File: config.mk
export PLATFORM = sky130hd
export DESIGN_NAME = pclc_link_control
export DESIGN_NICKNAME = d
export VERILOG_FILES = /design/src/pclc_pkg.sv /design/src/pclc_link_control.sv
export SDC_FILE = /design/constraint.sdc
export NUM_CORES = 1
export LEC_CHECK = 0
export ABC_AREA = 1
export BUFFER_PORTS_ARGS = -buffer_cell sky130_fd_sc_hd__buf_2
export CAP_MARGIN = 5
export CORE_MARGIN = 2
export CORE_UTILIZATION = 35
export DETAILED_ROUTE_END_ITERATION = 8
export GPL_TIMING_DRIVEN = 0
export PLACE_DENSITY = 0.74
export SETUP_SLACK_MARGIN = 0.3
export SLEW_MARGIN = 5
export SYNTH_ARGS = -nofsm -noshare
export SYNTH_HDL_FRONTEND = slang
export SYNTH_SLANG_ARGS = --single-unit
File: constraint.sdc
create_clock -name mclk_in -period 0.8 [get_ports mclk_in]
set_input_delay 0.16 -clock mclk_in [delete_from_list [all_inputs] [get_ports mclk_in]]
set_output_delay 0.16 -clock mclk_in [all_outputs]
set_load 0.03 [all_outputs]
File: src/pclc_pkg.sv
// Purpose: Constants shared by the link control register bank.
// Assumes: One 16-bit register at a fixed configuration offset.
// Notes: Every offset, field position, reset value and latency code lives here.
package pclc_pkg;

  // ----------------------------------------------------------------
  // Register map
  // ----------------------------------------------------------------
  localparam logic [7:0] LINK_CONTROL_OFS = 8'hb0;
  localparam logic [15:0] LINK_CONTROL_RST = 16'h0000;

  // ----------------------------------------------------------------
  // Field positions
  // ----------------------------------------------------------------
  localparam int EXT_SYNCH_BIT = 7;
  localparam int COMMON_CLK_BIT = 6;
  localparam int RETRAIN_BIT = 5;
  localparam int DISABLE_BIT = 4;
  localparam int READ_COMPLETION_BOUNDARY_BIT = 3;
  localparam int ASPM_LSB = 0;
  localparam int ASPM_L0S_BIT = 0;
  localparam int ASPM_L1_BIT = 1;

  // Bits that software can write and read back.
  localparam logic [15:0] RW_MASK = 16'h00d3;
  // Read completion boundary of 64 bytes encodes as zero.
  localparam logic READ_COMPLETION_BOUNDARY_64 = 1'b0;

  // ----------------------------------------------------------------
  // Active state power management encodings
  // ----------------------------------------------------------------
  localparam logic [1:0] ASPM_OFF = 2'h0;
  localparam logic [1:0] ASPM_L0S = 2'h1;
  localparam logic [1:0] ASPM_L1 = 2'h2;
  localparam logic [1:0] ASPM_BOTH = 2'h3;

  // ----------------------------------------------------------------
  // Exit latency codes reported to the link capability logic
  // ----------------------------------------------------------------
  localparam logic [2:0] L0S_LAT_COMMON = 3'h2;
  localparam logic [2:0] L0S_LAT_ASYNC = 3'h4;
  localparam logic [2:0] L1_LAT_COMMON = 3'h2;
  localparam logic [2:0] L1_LAT_ASYNC = 3'h2;

endpackage : pclc_pkg

File: src/pclc_link_control.sv
// Purpose: Link control register of a root port, driving the training state machine.
// Assumes: Configuration port and state machine signals share mclk_in; no synchronisers needed.
// Notes: Reads answer one cycle after the read strobe; unmapped offsets read zero.
`timescale 1ns/1ps
module pclc_link_control #(
  parameter int ADDR_W = 8
) (
  input wire logic mclk_in,
  input wire logic rst_in,
  input wire logic cfg_wr_in,
  input wire logic cfg_rd_in,
  input wire logic [ADDR_W-1:0] cfg_addr_in,
  input wire logic [1:0] cfg_be_in,
  input wire logic [15:0] cfg_wdata_in,
  output logic [15:0] cfg_rdata_out,
  output logic cfg_rvalid_out,
  input wire logic ltssm_in_lx_in,
  input wire logic ltssm_cfg_rec_in,
  input wire logic ltssm_train_done_in,
  output logic ltssm_recovery_out,
  output logic ltssm_reset_retrain_out,
  output logic link_disable_out,
  output logic ext_synch_out,
  output logic common_clock_out,
  output logic aspm_l0s_en_out,
  output logic aspm_l1_en_out,
  output logic [2:0] l0s_exit_lat_out,
  output logic [2:0] l1_exit_lat_out,
  output logic link_training_out
);

  // ----------------------------------------------------------------
  // Parameter check
  // ----------------------------------------------------------------
  if (ADDR_W < 8) begin : g_bad_addr
    $error("ADDR_W must be at least 8 to reach the register offset.");
  end

  // ----------------------------------------------------------------
  // Decode
  // ----------------------------------------------------------------
  function automatic logic hit(input logic [ADDR_W-1:0] addr);
    hit = (addr == ADDR_W'(pclc_pkg::LINK_CONTROL_OFS));
  endfunction : hit

  logic wr_lo;
  logic retrain_wr;
  logic [15:0] ctl_ff;
  logic retrain_pend_ff;
  logic dis_prev_ff;
  logic cfg_rec_prev_ff;
  logic training_ff;
  logic recovery_ff;
  logic reset_retrain_ff;
  logic [15:0] rdata_ff;
  logic rvalid_ff;
  logic nxt_pend;
  logic nxt_training;
  logic train_exit;
  logic [15:0] read_value;

  assign wr_lo = cfg_wr_in && hit(cfg_addr_in) && cfg_be_in[0];
  assign retrain_wr = wr_lo && cfg_wdata_in[pclc_pkg::RETRAIN_BIT];

  // ----------------------------------------------------------------
  // Control register
  // ----------------------------------------------------------------
  always_ff @(posedge mclk_in or posedge rst_in)
  begin
    if (rst_in)
    begin
      ctl_ff <= pclc_pkg::LINK_CONTROL_RST;
    end
    else if (wr_lo)
    begin
      ctl_ff <= cfg_wdata_in & pclc_pkg::RW_MASK;
    end
  end

  // Only the stored bits appear; retrain, boundary and reserved read zero.
  always_comb
  begin
    read_value = ctl_ff & pclc_pkg::RW_MASK;
    read_value[pclc_pkg::READ_COMPLETION_BOUNDARY_BIT] = pclc_pkg::READ_COMPLETION_BOUNDARY_64;
  end

  always_ff @(posedge mclk_in or posedge rst_in)
  begin
    if (rst_in)
    begin
      rdata_ff <= 16'h0000;
      rvalid_ff <= 1'b0;
    end
    else
    begin
      rvalid_ff <= cfg_rd_in;
      rdata_ff <= (cfg_rd_in && hit(cfg_addr_in)) ? read_value : 16'h0000;
    end
  end

  // ----------------------------------------------------------------
  // Retraining
  // ----------------------------------------------------------------
  // A request waits until the state machine is in L0, L0s or L1; a new write wins over the clear.
  assign nxt_pend = retrain_wr || (retrain_pend_ff && !ltssm_in_lx_in);

  always_ff @(posedge mclk_in or posedge rst_in)
  begin
    if (rst_in)
    begin
      retrain_pend_ff <= 1'b0;
      recovery_ff <= 1'b0;
    end
    else
    begin
      retrain_pend_ff <= nxt_pend;
      recovery_ff <= retrain_pend_ff && ltssm_in_lx_in;
    end
  end

  always_ff @(posedge mclk_in or posedge rst_in)
  begin
    if (rst_in)
    begin
      dis_prev_ff <= 1'b0;
      reset_retrain_ff <= 1'b0;
    end
    else
    begin
      dis_prev_ff <= ctl_ff[pclc_pkg::DISABLE_BIT];
      reset_retrain_ff <= dis_prev_ff && !ctl_ff[pclc_pkg::DISABLE_BIT];
    end
  end

  // ----------------------------------------------------------------
  // Training status
  // ----------------------------------------------------------------
  assign train_exit = cfg_rec_prev_ff && !ltssm_cfg_rec_in && ltssm_train_done_in;
  assign nxt_training = retrain_wr || ltssm_cfg_rec_in || (training_ff && !train_exit);

  always_ff @(posedge mclk_in or posedge rst_in)
  begin
    if (rst_in)
    begin
      cfg_rec_prev_ff <= 1'b0;
      training_ff <= 1'b0;
    end
    else
    begin
      cfg_rec_prev_ff <= ltssm_cfg_rec_in;
      training_ff <= nxt_training;
    end
  end

  // ----------------------------------------------------------------
  // Outputs
  // ----------------------------------------------------------------
  assign cfg_rdata_out = rdata_ff;
  assign cfg_rvalid_out = rvalid_ff;
  assign ltssm_recovery_out = recovery_ff;
  assign ltssm_reset_retrain_out = reset_retrain_ff;
  assign link_disable_out = ctl_ff[pclc_pkg::DISABLE_BIT];
  assign ext_synch_out = ctl_ff[pclc_pkg::EXT_SYNCH_BIT];
  assign common_clock_out = ctl_ff[pclc_pkg::COMMON_CLK_BIT];
  assign aspm_l0s_en_out = ctl_ff[pclc_pkg::ASPM_L0S_BIT];
  assign aspm_l1_en_out = ctl_ff[pclc_pkg::ASPM_L1_BIT];
  assign l0s_exit_lat_out = common_clock_out ? pclc_pkg::L0S_LAT_COMMON : pclc_pkg::L0S_LAT_ASYNC;
  assign l1_exit_lat_out = common_clock_out ? pclc_pkg::L1_LAT_COMMON : pclc_pkg::L1_LAT_ASYNC;
  assign link_training_out = training_ff;

  // ----------------------------------------------------------------
  // Assertions
  // ----------------------------------------------------------------
  property p_ext_synch;
    @(posedge mclk_in) disable iff (rst_in)
    wr_lo |=> ext_synch_out == $past(cfg_wdata_in[7]);
  endproperty
  a_ext_synch: assert property (p_ext_synch) else $error("Extended synch bit not stored.");

  property p_common_clk;
    @(posedge mclk_in) disable iff (rst_in)
    wr_lo |=> common_clock_out == $past(cfg_wdata_in[6]);
  endproperty
  a_common_clk: assert property (p_common_clk) else $error("Common clock bit not stored.");

  property p_latency;
    @(posedge mclk_in) disable iff (rst_in)
    common_clock_out |-> l0s_exit_lat_out == 3'h2;
  endproperty
  a_latency: assert property (p_latency) else $error("L0s latency wrong with common clock.");

  property p_retrain;
    @(posedge mclk_in) disable iff (rst_in)
    retrain_wr ##1 ltssm_in_lx_in |=> ltssm_recovery_out;
  endproperty
  a_retrain: assert property (p_retrain) else $error("Retrain did not direct to Recovery.");

  property p_retrain_reads_zero;
    @(posedge mclk_in) disable iff (rst_in)
    cfg_rvalid_out |-> !cfg_rdata_out[5];
  endproperty
  a_retrain_reads_zero: assert property (p_retrain_reads_zero) else $error("Retrain bit read as one.");

  property p_auto_retrain;
    @(posedge mclk_in) disable iff (rst_in)
    $fell(link_disable_out) |=> ltssm_reset_retrain_out ##1 !ltssm_reset_retrain_out;
  endproperty
  a_auto_retrain: assert property (p_auto_retrain) else $error("No retrain pulse after disable release.");

  property p_disable_readback;
    @(posedge mclk_in) disable iff (rst_in)
    wr_lo ##1 (cfg_rd_in && hit(cfg_addr_in)) |=> cfg_rdata_out[4] == $past(cfg_wdata_in[4], 2);
  endproperty
  a_disable_readback: assert property (p_disable_readback) else $error("Link disable readback stale.");

  property p_reserved_zero;
    @(posedge mclk_in) disable iff (rst_in)
    cfg_rvalid_out |-> (cfg_rdata_out & 16'hff2c) == 16'h0000;
  endproperty
  a_reserved_zero: assert property (p_reserved_zero) else $error("Fixed or reserved bits read nonzero.");

  property p_aspm;
    @(posedge mclk_in) disable iff (rst_in)
    wr_lo && cfg_wdata_in[1:0] == 2'h3 |=> aspm_l0s_en_out && aspm_l1_en_out;
  endproperty
  a_aspm: assert property (p_aspm) else $error("Power management permission mismatch.");

  property p_training;
    @(posedge mclk_in) disable iff (rst_in)
    retrain_wr |=> link_training_out;
  endproperty
  a_training: assert property (p_training) else $error("Training status not raised.");

  c_retrain: cover property (@(posedge mclk_in) disable iff (rst_in) retrain_wr ##[1:20] ltssm_recovery_out);
  c_disable: cover property (@(posedge mclk_in) disable iff (rst_in) $fell(link_disable_out));
  c_train_end: cover property (@(posedge mclk_in) disable iff (rst_in) $fell(link_training_out));

endmodule : pclc_link_control

Word-level counts from Yosys, hierarchy flattened
Cells that the tools add are included. Widths: inputs -> output; s select.

Output and inout port bits: 31. Word-level logic and storage cells: 29. Register bits after elaboration: 20.

Multiplexer cells: 2. Reductions and logical operators: 17. Equality and inequality tests: 1.

Operators with widths (count): $logic_and 1x1->1 (10); $eq 8x8->1 const B (1); $mux 8 (1); $logic_not 1->1 (4); $logic_or 1x1->1 (3); $mux 3 (1).

Logic depth before layout (Yosys ltp)
Word-level depth: 6. Depth in mapped cells: 6.

Worst setup path after synthesis
OpenSTA, ideal clock, no wires.

Path kind: register to register. From: register ctl_ff[6]. To: register rdata_ff[6], in the netlist cfg_rdata_out[6]. Stages on the path, launching flop included: 3. Arrival time: 0.893 ns. Setup slack: -0.165 ns. Setup time: 0.071 ns. Path through: dfrtp_1 -> inv_1 -> nor2_2.

Word-level cells in the longest chain between the ends: 1.

Ends and longest elaborated chain: start: declaration (RTL line pclc_link_control.sv:48) `logic [15:0] ctl_ff;`; start signal: assignment (RTL line pclc_link_control.sv:72) `ctl_ff <= pclc_pkg::LINK_CONTROL_RST;`; start signal: assignment (RTL line pclc_link_control.sv:76) `ctl_ff <= cfg_wdata_in & pclc_pkg::RW_MASK;`; $mux 8 (RTL line pclc_link_control.sv:97) `rdata_ff <= (cfg_rd_in && hit(cfg_addr_in)) ? read_value : 16'h0000;`; end signal: assignment (RTL line pclc_link_control.sv:97); end: declaration (RTL line pclc_link_control.sv:55) `logic [15:0] rdata_ff;`.

No other way between the ends. A chain may end at the register's enable or synchronous reset.

Worst setup path after layout
From: register ctl_ff[6]. To: output l0s_exit_lat_out[1].

Word-level cells in the longest chain between the ends: 1.

Ends and longest elaborated chain: $mux 3 (RTL line pclc_link_control.sv:167) `assign l0s_exit_lat_out = common_clock_out ? pclc_pkg::L0S_LAT_COMMON : pclc_pkg::L0S_LAT_ASYNC;`; end: declaration (RTL line pclc_link_control.sv:27) `output logic [2:0] l0s_exit_lat_out,`.

No other way between the ends.

==> run metrics <==
sequential fraction of the synthesis area 49.9%; beginning of the critical path ctl_ff[6]; Nets 185; DRT Pass-1 Iters 1; Max Fanout on Critical Path 4; WL/cell 9.38 µm; worst-path cell chain buf_6, buf_6; dominant cells by area after synthesis dfrtp_1 (50%), buf_4 (14%), nand2_1 (7.0%); DIE AREA 0.00285 mm²; Worst Setup Start Kind flip-flop; Critical Path Stages 2; worst r2r src link_training_out; PnR worst setup slack -0.342 ns; count leader, synth dfrtp_1; max_cap viols 0; row count 17; # DRC 0; top-area cell type share of the netlist area 49.9%; Pwr Total 1.76 mW; Worst Path Arrival 0.98 ns; #FFs+latches synth 17; final wirelength 1.68 mm; clock edge transition at the registers on the reported setup and hold paths 0.09 ns; PwrDens 1210 mW/mm²; CTS tree built; Fill cells 201; drt first-iter violations 0; skew final 0.000615 ns; Die W 53.3 µm; mapped cell area 852 µm²; Most used DFF post-synth dfrtp_1; CP required 0.64 ns; synth cell count leaders dfrtp_1 (17), buf_4 (16), nand2_1 (16); yosys warns 0; RSZ-0062 raised after global routing true; period utilisation layout 143%; Crit. End Element output port; pre-CTS setup slack -0.170 ns; clock sink total 17; Post-Route Utilization 64.3%; cell at the slowest stage of the critical path dfrtp_2; Area after DPL 0.00119 mm²; Max Slew Vio Count 0; core box area 0.00225 mm²; setup_tns -3.67 ns; CP Capture Point l0s_exit_lat_out[1]; Register-to-Register Path Depth 4; worst path bufs/invs 2; Congestion Overflow GR 0; pin count of the biggest net entering global routing 18; Initial Util 37.8%; Post-synth ARST share 100%; dpl cells 165; Max Fclk 875 MHz; Worst VDD drop 0.643 mV; latest clock arrival within the worst-skew pair 0.27 ns; hold crit path type in -> async; DP HPWL 1.26 mm; crit path time final 1.14 ns; ant diodes 0; Hold Vio Cnt, Final 17; I/O Buffers 37; ANT nets after route 0; mean post-synth cell area 9.79 µm²; number of distinct library cells after synthesis 14; Reg-to-Reg End link_training_out; GRT Util Overall 11.3%; CP Class reg -> out; routed via count 687; Setup violations, final 22; number of synthesized flops with an enable pin 0; R2R Setup Slk -0.10 ns; first-pass GRT wire length 2.37 mm; num ports 64; Syn Inst Count 87; H-tree Lvls 1; layout overhead on the synthesized area 70.2%; Clock Path Buffers 2; CP dominant cell by count buf_6; failing checks hold timing, setup timing; share of cells above drive strength 1 72.2%; family with the most delay on the worst path flip-flops; Final Cell Area 0.00145 mm²; TritonCTS buffer count 3; root buf cell clkbuf_4; routability cong. 0.677; status finished with violations; vias per cell 3.84; crit-path max cell delay 0.46 ns; post-route insts no fill 179; leakage dissipation 0.779 nW; Die H 53.3 µm; initial antenna violation count 0; hold_ws -0.148 ns; leading area contributor after synthesis dfrtp_1; vias in the first global route 573
==> cell usage in the layout, fill, tap and decap left out <==
master	synthesis	final
inv_16	0	1
nand4_1	6	6
buf_4	16	16
clkbuf_4	0	3
inv_8	0	1
inv_1	13	4
nand2_1	16	12
a21oi_2	0	1
nor2_8	2	2
nand3_4	2	2
nand2_2	3	5
conb_1	2	15
nor2_4	0	1
inv_4	0	1
nand2_8	0	1
clkbuf_1	0	1
nand2_4	1	2
clkinvlp_4	0	2
dfrtp_2	0	13
inv_2	2	6
buf_6	0	26
buf_2	0	21
nor2_2	5	5
dfrtp_1	17	4
==> metal layers <==
layer	global-route usage [%]	part of all wire [%]
met1	13.4	38
met3	2.26	9.2
met4	3.85	0.48
met5	0	0
met2	20.2	52
==> state kept, by name, summed over array words and instances, names as in the netlist <==
name	cells
cfg_rvalid_out	1
link_training_out	1
ltssm_recovery_out	1
dis_prev_ff	1
cfg_rec_prev_ff	1
retrain_pend_ff	1
ctl_ff	5
cfg_rdata_out	5
ltssm_reset_retrain_out	1
==> cells by family (layout without fill, tap and decap cells) <==
family | count (synthesis) | after routing | synth area share (%)
AO/OA/AOI/OAI | 1 | 1 | 0.587
other | 2 | 15 | 0.881
AND/OR/NAND/NOR | 36 | 36 | 27.9
flip-flops | 17 | 17 | 49.9
buffers and inverters | 31 | 82 | 20.7
==> power breakdown <==
| group | leakage [nW] | total [mW] | switching [mW] | internal (mW) |
|---|---|---|---|---|
| clock network | 0.0150 | 0.424 | 0.231 | 0.193 |
| logic | 0.556 | 0.445 | 0.260 | 0.185 |
| registers | 0.209 | 0.892 | 0.0135 | 0.879 |
| total | 0.779 | 1.76 | 0.505 | 1.26 |
==> cell type report <==
class	instances	area, µm²	share of cell area [%]
flip-flops and latches	17	442	30.5
repair buffers	47	394	27.2
multi-input cells	52	339	23.4
plain buffers	16	124	8.54
inverters	15	90.1	6.21
well taps	28	35.0	2.42
clock buffers	4	26.3	1.81
==> timing repair <==
| item | CTS | global route |
|---|---|---|
| buffers inserted | 6 | 4 |
| endpoints found under the hold margin | 17 | 18 |
| gates resized for setup | 41 | 8 |
| setup endpoints to repair | 31 | 44 |
| pin swaps | 4 | 3 |
| cloned | 0 | 0 |
==> how the worst min path moves through the flow <==
stage                       endpoint  slack, ns    from
finish               cfg_rec_prev_ff      -0.15  rst_in
CTS                  cfg_rec_prev_ff      -0.04  rst_in
global placement     cfg_rec_prev_ff       0.25  rst_in
detailed placement   cfg_rec_prev_ff       0.26  rst_in
global route         cfg_rec_prev_ff      -0.14  rst_in
floorplan           cfg_rdata_out[6]       0.09  rst_in
(Power assumes the default switching activity.)
